## src/rtl/tss_pkg.sv

```systemverilog
// constants shared by the trigger step sequencer and its submodules
package tss_pkg;
	localparam int DW        = 16;
	localparam int AW        = 8;
	localparam int NTRIG     = 32;
	localparam int STEP_W    = 8;
	localparam int STEP_DEPTH = 16;
	localparam int PC_W      = 4;

	// register offsets (word index on the plain register port)
	localparam logic [AW-1:0] OFF_CTRL     = 8'h00;
	localparam logic [AW-1:0] OFF_MASK_LO  = 8'h01;
	localparam logic [AW-1:0] OFF_MASK_HI  = 8'h02;
	localparam logic [AW-1:0] OFF_HOLD     = 8'h03;
	localparam logic [AW-1:0] OFF_LIM_BASE = 8'h04;
	localparam logic [AW-1:0] OFF_ADJ      = 8'h0A;
	localparam logic [AW-1:0] OFF_STATUS   = 8'h0B;
	localparam logic [AW-1:0] OFF_ADC_CH   = 8'h0C;
	localparam logic [AW-1:0] OFF_CNT0     = 8'h0D;
	localparam logic [AW-1:0] OFF_CNT1     = 8'h0E;
	localparam logic [AW-1:0] OFF_STEP_BASE = 8'h10;

	// control register bit positions
	localparam int CTRL_ON_BIT  = 0;
	localparam int CTRL_RUN_BIT = 1;
	localparam int CTRL_SWT_BIT = 2;

	// limit slots, also the add/copy target index
	localparam int NLIM   = 6;
	localparam int LIM_C0 = 0;
	localparam int LIM_C1 = 1;
	localparam int LIM_T0 = 2;
	localparam int LIM_T1 = 3;
	localparam int LIM_SD = 4;
	localparam int LIM_L0 = 5;

	localparam logic [DW-1:0] RST_REG16 = 16'h0000;

	// step command codes in the upper nibble of a step
	localparam logic [3:0] CMD_CTRL    = 4'h0;
	localparam logic [3:0] CMD_ADDCOPY = 4'h1;
	localparam logic [3:0] CMD_JMPC0   = 4'hA;
	localparam logic [3:0] CMD_JMPC1   = 4'hB;

	// control step options
	localparam logic [3:0] OPT_SD_OFF   = 4'h2;
	localparam logic [3:0] OPT_SD_ON    = 4'h6;
	localparam logic [3:0] OPT_WAIT_T0  = 4'h8;
	localparam logic [3:0] OPT_WAIT_T1  = 4'h9;
	localparam logic [3:0] OPT_WAIT_SWT = 4'hB;
	localparam logic [3:0] OPT_CH_CNT0  = 4'hC;
	localparam logic [3:0] OPT_CH_CNT1  = 4'hD;
	localparam logic [3:0] OPT_CH_L0    = 4'hE;
	localparam logic [3:0] OPT_BCAST    = 4'hF;

	// trigger output groups
	localparam int TRIG_PWM      = 16;
	localparam int TRIG_RSV_LO   = 20;
	localparam int TRIG_RSV_HI   = 29;

	typedef enum logic [2:0] {
		ST_IDLE  = 3'b000,
		ST_FETCH = 3'b001,
		ST_EXEC  = 3'b010,
		ST_WAIT_T = 3'b011,
		ST_WAIT_SWT = 3'b100,
		ST_WAIT_SD = 3'b101
	} tss_state_t;
endpackage : tss_pkg

```

## src/rtl/tss_sequencer.sv

```systemverilog
// trigger step sequencer: register file, step fetch and execution
//
// The register offsets and the address-and-strobe port are this design's own decisions.
module tss_sequencer
	import tss_pkg::*;
#(
	parameter int DEPTH   = STEP_DEPTH,
	parameter bit HAS_PWM = 1'b1
)
(
	input  wire logic             clk,
	input  wire logic             sys_rst,
	input  wire logic [AW-1:0]    reg_addr,
	input  wire logic [DW-1:0]    reg_wdata,
	input  wire logic             reg_wr,
	input  wire logic             reg_rd,
	output logic      [DW-1:0]    reg_rdata,
	output logic      [DW-1:0]    adc_channel_select_reg,
	output logic                  adc_channel_wr,
	output logic      [NTRIG-1:0] trigger_output_line
);
	typedef struct packed {
		tss_state_t                    state;
		logic [PC_W-1:0]               pc;
		logic [STEP_W-1:0]             ir;
		logic                          on;
		logic                          run;
		logic                          swt;
		logic                          swt_prev;
		logic                          sd_en;
		logic [NTRIG-1:0]              mask;
		logic [DW-1:0]                 hold;
		logic [DW-1:0]                 adj;
		logic [NLIM-1:0][DW-1:0]       lim;
		logic [DW-1:0]                 cnt0;
		logic [DW-1:0]                 cnt1;
		logic [DEPTH-1:0][STEP_W-1:0]  steps;
		logic                          t0_go;
		logic                          t1_go;
		logic                          sd_go;
		logic                          wait_t1;
		logic                          fire;
		logic [DW-1:0]                 adc_ch;
		logic                          adc_wr;
		logic [DW-1:0]                 rdata;
	} tss_seq_t;

	tss_seq_t    st_ff;
	tss_seq_t    nxt_st;
	logic        t0_done;
	logic        t1_done;
	logic        sd_done;
	logic        locked;
	logic [3:0]  cmd;
	logic [3:0]  opt;
	logic [2:0]  slot;
	logic [AW-1:0] lim_idx;
	logic [AW-1:0] step_idx;
	logic        tmr_done;

	assign cmd      = st_ff.ir[7:4];
	assign opt      = st_ff.ir[3:0];
	assign slot     = opt[2:0];
	assign locked   = st_ff.on && st_ff.run;
	assign lim_idx  = reg_addr - OFF_LIM_BASE;
	assign step_idx = reg_addr - OFF_STEP_BASE;
	assign tmr_done = st_ff.wait_t1 ? t1_done : t0_done;

	tss_step_timer #(.W(DW)) u_tmr0 (
		.clk     (clk),
		.sys_rst (sys_rst),
		.start   (st_ff.t0_go),
		.limit   (st_ff.lim[LIM_T0]),
		.done    (t0_done)
	);

	tss_step_timer #(.W(DW)) u_tmr1 (
		.clk     (clk),
		.sys_rst (sys_rst),
		.start   (st_ff.t1_go),
		.limit   (st_ff.lim[LIM_T1]),
		.done    (t1_done)
	);

	tss_step_timer #(.W(DW)) u_sdly (
		.clk     (clk),
		.sys_rst (sys_rst),
		.start   (st_ff.sd_go),
		.limit   (st_ff.lim[LIM_SD]),
		.done    (sd_done)
	);

	tss_trig_out #(.N(NTRIG), .HAS_PWM(HAS_PWM)) u_trig (
		.clk                 (clk),
		.sys_rst             (sys_rst),
		.fire                (st_ff.fire),
		.mask                (st_ff.mask),
		.trigger_output_line (trigger_output_line)
	);

	always_comb
	begin
		nxt_st        = st_ff;
		nxt_st.t0_go  = 1'b0;
		nxt_st.t1_go  = 1'b0;
		nxt_st.sd_go  = 1'b0;
		nxt_st.fire   = 1'b0;
		nxt_st.adc_wr = 1'b0;
		nxt_st.rdata  = '0;
		nxt_st.swt_prev = st_ff.swt;

		// register writes
		if (reg_wr)
		begin
			if (reg_addr == OFF_CTRL)
			begin
				nxt_st.on  = reg_wdata[CTRL_ON_BIT];
				nxt_st.run = reg_wdata[CTRL_RUN_BIT];
				nxt_st.swt = reg_wdata[CTRL_SWT_BIT];
			end
			else if (reg_addr == OFF_MASK_LO)
				nxt_st.mask[15:0] = reg_wdata;
			else if (reg_addr == OFF_MASK_HI)
				nxt_st.mask[31:16] = reg_wdata;
			else if (reg_addr == OFF_HOLD && !locked)
				nxt_st.hold = reg_wdata;
			else if (reg_addr >= OFF_LIM_BASE && lim_idx < NLIM && !locked)
				nxt_st.lim[lim_idx[2:0]] = reg_wdata;
			else if (reg_addr == OFF_ADJ)
				nxt_st.adj = reg_wdata;
			else if (reg_addr >= OFF_STEP_BASE && step_idx < DEPTH
				&& !locked)
				nxt_st.steps[step_idx[PC_W-1:0]] = reg_wdata[STEP_W-1:0];
		end

		// register reads, answered in the following cycle
		if (reg_rd)
		begin
			if (reg_addr == OFF_CTRL)
			begin
				nxt_st.rdata[CTRL_ON_BIT]  = st_ff.on;
				nxt_st.rdata[CTRL_RUN_BIT] = st_ff.run;
				nxt_st.rdata[CTRL_SWT_BIT] = st_ff.swt;
			end
			else if (reg_addr == OFF_MASK_LO)
				nxt_st.rdata = st_ff.mask[15:0];
			else if (reg_addr == OFF_MASK_HI)
				nxt_st.rdata = st_ff.mask[31:16];
			else if (reg_addr == OFF_HOLD)
				nxt_st.rdata = st_ff.hold;
			else if (reg_addr >= OFF_LIM_BASE && lim_idx < NLIM)
				nxt_st.rdata = st_ff.lim[lim_idx[2:0]];
			else if (reg_addr == OFF_ADJ)
				nxt_st.rdata = st_ff.adj;
			else if (reg_addr == OFF_STATUS)
				nxt_st.rdata = {7'h00, st_ff.sd_en, 1'b0, st_ff.state,
					st_ff.pc};
			else if (reg_addr == OFF_ADC_CH)
				nxt_st.rdata = st_ff.adc_ch;
			else if (reg_addr == OFF_CNT0)
				nxt_st.rdata = st_ff.cnt0;
			else if (reg_addr == OFF_CNT1)
				nxt_st.rdata = st_ff.cnt1;
			else if (reg_addr >= OFF_STEP_BASE && step_idx < DEPTH)
				nxt_st.rdata = {8'h00, st_ff.steps[step_idx[PC_W-1:0]]};
		end

		// step sequencer
		case (st_ff.state)
			ST_IDLE:
			begin
				if (locked)
					nxt_st.state = ST_FETCH;
			end
			ST_FETCH:
			begin
				nxt_st.ir    = st_ff.steps[st_ff.pc];
				nxt_st.pc    = st_ff.pc + 1'b1;
				nxt_st.state = ST_EXEC;
			end
			ST_EXEC:
			begin
				nxt_st.state = st_ff.sd_en ? ST_WAIT_SD : ST_FETCH;
				nxt_st.sd_go = st_ff.sd_en;
				case (cmd)
					CMD_CTRL:
					begin
						case (opt)
							OPT_SD_OFF:
							begin
								nxt_st.sd_en = 1'b0;
								nxt_st.sd_go = 1'b0;
								nxt_st.state = ST_FETCH;
							end
							OPT_SD_ON:
							begin
								nxt_st.sd_en = 1'b1;
								nxt_st.sd_go = 1'b1;
								nxt_st.state = ST_WAIT_SD;
							end
							OPT_WAIT_T0:
							begin
								nxt_st.t0_go   = 1'b1;
								nxt_st.wait_t1 = 1'b0;
								nxt_st.sd_go   = 1'b0;
								nxt_st.state   = ST_WAIT_T;
							end
							OPT_WAIT_T1:
							begin
								nxt_st.t1_go   = 1'b1;
								nxt_st.wait_t1 = 1'b1;
								nxt_st.sd_go   = 1'b0;
								nxt_st.state   = ST_WAIT_T;
							end
							OPT_WAIT_SWT:
							begin
								nxt_st.sd_go = 1'b0;
								nxt_st.state = ST_WAIT_SWT;
							end
							OPT_CH_CNT0:
							begin
								nxt_st.adc_ch = st_ff.cnt0;
								nxt_st.adc_wr = 1'b1;
							end
							OPT_CH_CNT1:
							begin
								nxt_st.adc_ch = st_ff.cnt1;
								nxt_st.adc_wr = 1'b1;
							end
							OPT_CH_L0:
							begin
								nxt_st.adc_ch = st_ff.lim[LIM_L0];
								nxt_st.adc_wr = 1'b1;
							end
							OPT_BCAST:
								nxt_st.fire = 1'b1;
							default:
								nxt_st.fire = 1'b0;
						endcase
					end
					CMD_ADDCOPY:
					begin
						// slots past literal zero are reserved targets
						if (slot < NLIM)
						begin
							if (opt[3])
								nxt_st.lim[slot] = st_ff.hold;
							else
								nxt_st.lim[slot] = st_ff.lim[slot]
									+ st_ff.adj;
						end
					end
					CMD_JMPC0:
					begin
						if (st_ff.cnt0 == st_ff.lim[LIM_C0])
							nxt_st.cnt0 = '0;
						else
						begin
							nxt_st.cnt0 = st_ff.cnt0 + 1'b1;
							nxt_st.pc   = opt;
						end
					end
					CMD_JMPC1:
					begin
						if (st_ff.cnt1 == st_ff.lim[LIM_C1])
							nxt_st.cnt1 = '0;
						else
						begin
							nxt_st.cnt1 = st_ff.cnt1 + 1'b1;
							nxt_st.pc   = opt;
						end
					end
					default:
						nxt_st.fire = 1'b0;
				endcase
			end
			ST_WAIT_T:
			begin
				// go pulse still in flight means the done flag is stale
				if (tmr_done && !st_ff.t0_go && !st_ff.t1_go)
				begin
					nxt_st.sd_go = st_ff.sd_en;
					nxt_st.state = st_ff.sd_en ? ST_WAIT_SD : ST_FETCH;
				end
			end
			ST_WAIT_SWT:
			begin
				if (st_ff.swt && !st_ff.swt_prev)
				begin
					nxt_st.sd_go = st_ff.sd_en;
					nxt_st.state = st_ff.sd_en ? ST_WAIT_SD : ST_FETCH;
				end
			end
			ST_WAIT_SD:
			begin
				// start pulse still in flight means the done flag is stale
				if (sd_done && !st_ff.sd_go)
					nxt_st.state = ST_FETCH;
			end
			default:
				nxt_st.state = ST_IDLE;
		endcase

		// stopping the module or the run bit halts and rewinds
		if (!locked)
		begin
			nxt_st.state = ST_IDLE;
			nxt_st.pc    = '0;
		end
	end

	always_ff @(posedge clk)
	begin
		if (sys_rst)
			st_ff <= '0;
		else
			st_ff <= nxt_st;
	end

	assign reg_rdata              = st_ff.rdata;
	assign adc_channel_select_reg = st_ff.adc_ch;
	assign adc_channel_wr         = st_ff.adc_wr;
endmodule : tss_sequencer

```

## src/rtl/tss_step_timer.sv

```systemverilog
// up-counting timer that runs from zero until it meets its limit
module tss_step_timer
	import tss_pkg::*;
#(
	parameter int W = DW
)
(
	input  wire logic         clk,
	input  wire logic         sys_rst,
	input  wire logic         start,
	input  wire logic [W-1:0] limit,
	output logic              done
);
	typedef struct packed {
		logic         run;
		logic         done;
		logic [W-1:0] count;
	} tss_tmr_t;

	tss_tmr_t st_ff;
	tss_tmr_t nxt_st;

	always_comb
	begin
		nxt_st = st_ff;
		if (start)
		begin
			nxt_st.run   = 1'b1;
			nxt_st.done  = 1'b0;
			nxt_st.count = '0;
		end
		else if (st_ff.run)
		begin
			if (st_ff.count == limit)
			begin
				nxt_st.run  = 1'b0;
				nxt_st.done = 1'b1;
			end
			else
			begin
				nxt_st.count = st_ff.count + 1'b1;
			end
		end
	end

	always_ff @(posedge clk)
	begin
		if (sys_rst)
			st_ff <= '0;
		else
			st_ff <= nxt_st;
	end

	assign done = st_ff.done;
endmodule : tss_step_timer

```

## src/rtl/tss_trig_out.sv

```systemverilog
// registers one-cycle trigger pulses onto the trigger output lines
module tss_trig_out
	import tss_pkg::*;
#(
	parameter int N       = NTRIG,
	parameter bit HAS_PWM = 1'b1
)
(
	input  wire logic         clk,
	input  wire logic         sys_rst,
	input  wire logic         fire,
	input  wire logic [N-1:0] mask,
	output logic [N-1:0]      trigger_output_line
);
	typedef struct packed {
		logic [N-1:0] trig;
	} tss_trg_t;

	tss_trg_t     st_ff;
	tss_trg_t     nxt_st;
	logic [N-1:0] allow;

	genvar i;
	generate
		for (i = 0; i < N; i++)
		begin : g_allow
			// reserved lines never fire; pwm sync only on motor variants
			if (i >= TRIG_RSV_LO && i <= TRIG_RSV_HI)
				assign allow[i] = 1'b0;
			else if (i == TRIG_PWM)
				assign allow[i] = HAS_PWM;
			else
				assign allow[i] = 1'b1;
		end
	endgenerate

	always_comb
	begin
		nxt_st.trig = fire ? (mask & allow) : '0;
	end

	always_ff @(posedge clk)
	begin
		if (sys_rst)
			st_ff <= '0;
		else
			st_ff <= nxt_st;
	end

	assign trigger_output_line = st_ff.trig;
endmodule : tss_trig_out

```

## config.mk

```make
export PLATFORM = sky130hd
export DESIGN_NAME = tss_sequencer
export DESIGN_NICKNAME = d
export VERILOG_FILES = /design/src/rtl/tss_pkg.sv /design/src/rtl/tss_sequencer.sv /design/src/rtl/tss_step_timer.sv /design/src/rtl/tss_trig_out.sv
export SDC_FILE = /design/constraint.sdc
export NUM_CORES = 1
export LEC_CHECK = 0
export BUFFER_PORTS_ARGS = -buffer_cell sky130_fd_sc_hd__buf_4
export CAP_MARGIN = 20
export CORE_ASPECT_RATIO = 0.7
export CORE_MARGIN = 2
export CORE_UTILIZATION = 59
export DETAILED_ROUTE_END_ITERATION = 8
export GPL_TIMING_DRIVEN = 0
export HOLD_SLACK_MARGIN = 0.05
export PLACE_DENSITY = 0.83
export REMOVE_ABC_BUFFERS = 1
export SYNTH_ARGS = -nofsm -noshare
export SYNTH_HDL_FRONTEND = slang
export SYNTH_HIERARCHICAL = 1
export SYNTH_SLANG_ARGS = --single-unit
```

## constraint.sdc

```tcl
create_clock -name clk -period 9.3 [get_ports clk]
set_input_delay 0.465 -clock clk [delete_from_list [all_inputs] [get_ports clk]]
set_output_delay 0.465 -clock clk [all_outputs]
set_load 0.1 [all_outputs]
```

Word level (Yosys, flattened, before mapping)
Index checks and enable logic that the tools add are counted.
{"block": "classes", "addsub": 9, "mul": 0, "n_div": 0, "n_lt_le_gt_ge": 12, "eq_ne": 36, "n_shift": 0, "mux": 78, "bitwise_logic": 14, "reduce_logical": 54}
{"operator": "96-bit 2-to-1 mux", "count": 9}
{"operator": "16-bit 2-to-1 mux", "count": 20}
{"operator": "96-bit bitwise mux", "count": 3}
{"operator": "128-bit bitwise mux", "count": 1}
{"operator": "128-bit 2-to-1 mux", "count": 1}
{"operator": "18-bit 2-to-1 mux", "count": 6}
{"operator": "16-bit binary-select mux with 3-bit select", "count": 2}
{"operator": "16-bit demux with 3-bit select", "count": 2}
{"operator": "16-bit by 1-bit adder with 16-bit output (second input constant)", "count": 5}
{"operator": "16-bit == test", "count": 5}
{"operator": "8-bit binary-select mux with 4-bit select", "count": 2}
{"operator": "17-bit one-hot mux with 3 select lines", "count": 1}
{"operator": "8-bit by 4-bit == test with 1-bit output (second input constant)", "count": 5}
{"operator": "4-bit == test (second input constant)", "count": 9}
{"operator": "8-bit demux with 4-bit select", "count": 1}
{"operator": "8-bit 2-to-1 mux", "count": 4}
{"operator": "3-bit 2-to-1 mux", "count": 6}
{"operator": "3-bit one-hot mux with 6 select lines", "count": 1}
{"operator": "2-bit AND reduction", "count": 9}
{"operator": "16-bit adder", "count": 1}
{"operator": "8-bit by 2-bit == test with 1-bit output (second input constant)", "count": 2}
{"operator": "4-bit one-hot mux with 2 select lines", "count": 2}
{"operator": "3-bit AND reduction", "count": 5}
{"operator": "1-bit NOT", "count": 14}
{"operator": "other kinds (42)", "count": 87}
{"block": "totals", "reg_bits": 464, "latch_bits": 0, "mem_bits_rw": 0, "mem_bits_ro": 0, "output_inout_bits": 65, "wordCells": 259, "mem_count": 0}

Longest topological paths before layout
{"block": "depth", "depth_word": 17, "depth_mapped": 15}

Modules after synthesis
The synthesis kept the hierarchy.
{"mod": "tss_sequencer", "n_inst": 1, "cells_each": 2344, "area_each_um2": 21490.6, "seq_area_each_um2": 7567.3}
{"mod": "tss_step_timer", "n_inst": 3, "cells_each": 125, "area_each_um2": 1073.5, "seq_area_each_um2": 360.3}
{"mod": "tss_trig_out", "n_inst": 1, "cells_each": 59, "area_each_um2": 739.5, "seq_area_each_um2": 440.4}

Worst setup path after synthesis
OpenSTA, ideal clock, no wires.
{"block": "synth_timing", "kind": "flip-flop to flip-flop", "startpoint": "reg st_ff (netlist bit opt[1])", "endpoint": "reg, netlist name st_ff[244]", "setup_time_ps": 149, "t_arrival_ps": 3661, "required_ps": 9151, "slack_ps": 5490, "path_stages_with_launch": 16, "n_path_buf": 4, "cell_sequence": "dfxtp_1 clkbuf_1 clkbuf_1 clkbuf_1 mux4_2 nand2_1 o21ai_0 ha_1 clkbuf_1 a21oi_1 nand2_1 a41o_1 a211o_1 o31ai_1 mux2i_1 a311oi_1"}
{"element": "start: declaration", "line": "tss_sequencer.sv:48", "text": "tss_seq_t st_ff;"}
{"element": "start signal: assignment", "line": "tss_sequencer.sv:317", "text": "st_ff <= nxt_st;"}

==> flow_summary.json <==
{
  "outcome": "complete, no violations",
  "cts_tree": "built",
  "swShare_pct": 24.36,
  "cts_made_buffers": 44,
  "final_max_slew_viol_count": 0,
  "setup_tns_ns": 0,
  "pwr-share-clk_pct": 45.8,
  "grt_setup_unrepaired": "no",
  "routabilityCongestion": 1.002,
  "ys_seq_elements": 454,
  "cp-start-kind": "flip-flop",
  "synth_top_family_by_area": "multiplexers",
  "synth_area_leaders": "dfxtp_1 36%, mux2i_1 10%, mux4_2 9.9%",
  "vias": 22760,
  "track_usage_pct": 37.80,
  "ir_drop_mv": 0.1502,
  "cp-end-kind": "flip-flop",
  "drc": 0,
  "ys.flop_type": "dfxtp_1",
  "max_freq_mhz": 180.2,
  "grt.overflow.total": 0,
  "multiInputGateArea_mm2": 0.01486,
  "pwr-share-seq_pct": 49.2,
  "ctsResizeCount": 0,
  "drtIter0Drc": 3620,
  "maxSlewHeadroom_pct": 13.33,
  "ctsHoldBuffers": 0,
  "synth_cell_types": 85,
  "register_area_mm2": 0.009092,
  "p_switching_mw": 0.9635,
  "post-route-min-period_ns": 5.551,
  "die_w_um": 252.2,
  "layout.cells.non_filler": 3229,
  "post_synth.cell_area_avg_um2": 9.162,
  "std_cell_rows": 63,
  "syn_to_final_growth_pct": 6.824,
  "fin_crit_sh_pct": 59.69,
  "min_path_type": "in2reg",
  "first_pass_iters": 9,
  "synth_top_area_cell": "dfxtp_1",
  "final_nets": 2700,
  "fp.dieArea_mm2": 0.04484,
  "fin_util_pct": 63.99,
  "drive_gt1_share_pct": 13.98,
  "leakage_nw": 10.37,
  "routedWlPerCell_um": 26.82,
  "clock-sinks": 454,
  "dp.cells": 3147,
  "drt_wl_total_um": 86590,
  "ctsHtreeMaxLevel": 2,
  "io_pins": 93,
  "async_flop_share_pct": 0,
  "clock_path_buffers": 3,
  "synthCells": 2778,
  "portBuffers": 82,
  "grt_max_degree": 147,
  "synth_compound_area_share_pct": 13.66,
  "yosysSeqAreaShare_pct": 35.71,
  "dpl.hpwl_um": 60440,
  "grt_pass1_wl_um": 128100,
  "setup_viol": 0,
  "worstMarginPinSlew_ns": 1.289,
  "hold_viol_final": 0,
  "ant_nets": 0,
  "root_buffer": "clkbuf_16",
  "synth-simple-area-share_pct": 17.68,
  "fill_cells": 3345,
  "crit_required_ns": 9.72,
  "finClkSkew_ns": 0.02984,
  "synthMostInstantiatedCell": "dfxtp_1",
  "worstSkewPairLatency_ns": 0.58,
  "arrival_ns": 5.97,
  "syn-cell-area_mm2": 0.02545,
  "hold_slack_ns": 0.1992,
  "combPwrFrac_pct": 5.0,
  "die_h_um": 177.8,
  "cp_max_fo": 24,
  "core_area_mm2": 0.04249,
  "worst_slack_ns": 3.749,
  "synth-adder-area-share_pct": 1.357,
  "grt_pass1_vias": 20570,
  "top_register": "st_ff",
  "antenna_found_initial": 4,
  "yosysTopAreaCellShare_pct": 35.71,
  "start_util_pct": 59.90,
  "cts.reportedPaths.clkPinSlew_ns": 0.07,
  "dpl_worst_slack_ns": 4.279,
  "viasPerCell": 7.048,
  "yosys-top-cells-count": "454 x dfxtp_1, 325 x nor2_1, 258 x nand2_1, 256 x mux2i_1, 207 x a21oi_1",
  "worst-setup-path-type": "reg2reg",
  "maxCapViolations": 0,
  "internal_power_mw": 2.992,
  "synth_xor_area_share_pct": 4.061,
  "synth_edf_count": 0,
  "yosysWarnings": 6,
  "powerDensity_mw_per_mm2": 145.5,
  "cts_setup_buffers": 0,
  "muxShareOfSynthArea_pct": 21.31,
  "largest_reg_flops": 336
}
==> path summary, 6_finish.rpt <==
| kind | startpoint | to | slack, ns | cells past startpoint |
|---|---|---|---|---|
| setup reg to reg | opt[2]$_SDFFE_PP0P_ | st_ff[229]$_SDFF_PP0_ | 3.75 | 11 |
| hold reg to reg | st_ff[350]$_SDFFE_PP0P_ | st_ff[350]$_SDFFE_PP0P_ | 0.46 | 2 |
| hold / removal | reg_rd | reg_rdata[2]$_SDFF_PP0_ | 0.20 | 3 |
| setup / recovery | opt[2]$_SDFFE_PP0P_ | st_ff[229]$_SDFF_PP0_ | 3.75 | 11 |
==> power groups by stage <==
stage               sequential (mW)  clock [mW]  combinational [mW]
floorplan                      1.99           0              0.0730
global placement               1.99           0               0.177
detailed placement             1.99           0               0.189
CTS                            1.95        1.81               0.189
global route                   1.95        1.89               0.203
finish                         1.95        1.81               0.198
==> critical path: stages (launching register included) <==
cell and delay [ns]:
dfxtp_1 1.03, inv_1 0.75, a21oi_1 0.85, inv_1 0.12
ha_1 0.34, a211oi_1 0.34, o211ai_1 0.22, a31oi_1 0.46
a31oi_1 0.21, mux2i_1 0.17, a211oi_2 0.74, a21oi_1 0.17
==> metrics by stage <==
stage                     power [mW]  area (um^2)
after floorplan                2.067        23990
after global placement         2.169        25290
after detailed placement       2.180        25740
after CTS                      3.950        27160
after global routing           4.040        27180
final                          3.956        27190
==> logic make-up after synthesis <==
group                    after synthesis
multiplexers                         398
AO/OA/AOI/OAI                        542
AND/OR/NAND/NOR                      920
buffers and inverters                318
other                                  1
XOR/XNOR                             118
adder cells (fa/ha/maj)               27
flip-flops                           454
==> routing by layer <==
layer  routed length (um)  track usage [%]
met5                   26                0
met2                33860            50.72
met4                 2298            9.073
met3                15790            18.33
met1                34620            53.81
==> cell usage in the layout, fill, tap and decap left out, types with 30 or more instances in the layout <==
cell type / netlist / routed
mux2i_1: 256 / 256
dfxtp_1: 454 / 451
buf_4: 55 / 84
nand3_1: 63 / 63
xor2_1: 41 / 41
nand2_1: 258 / 258
mux2_2: 30 / 30
mux4_2: 112 / 112
nor2_1: 325 / 323
o21ai_0: 73 / 73
clkbuf_16: 0 / 45
a21oi_1: 207 / 207
a211oi_1: 89 / 89
or3_1: 36 / 36
xnor2_1: 77 / 77
nand4_1: 41 / 41
==> cell type report <==
class | instances | area share [%]
well taps | 552 | 2.540
clock inverters | 14 | 0.4694
clock buffers | 63 | 4.759
diodes | 1 | 0.009204
multi-input cells | 2015 | 54.66
inverters | 22 | 0.3037
repair buffers | 108 | 3.820
flip-flops and latches | 454 | 33.44
Note: power is estimated with default switching activity, not from simulation.
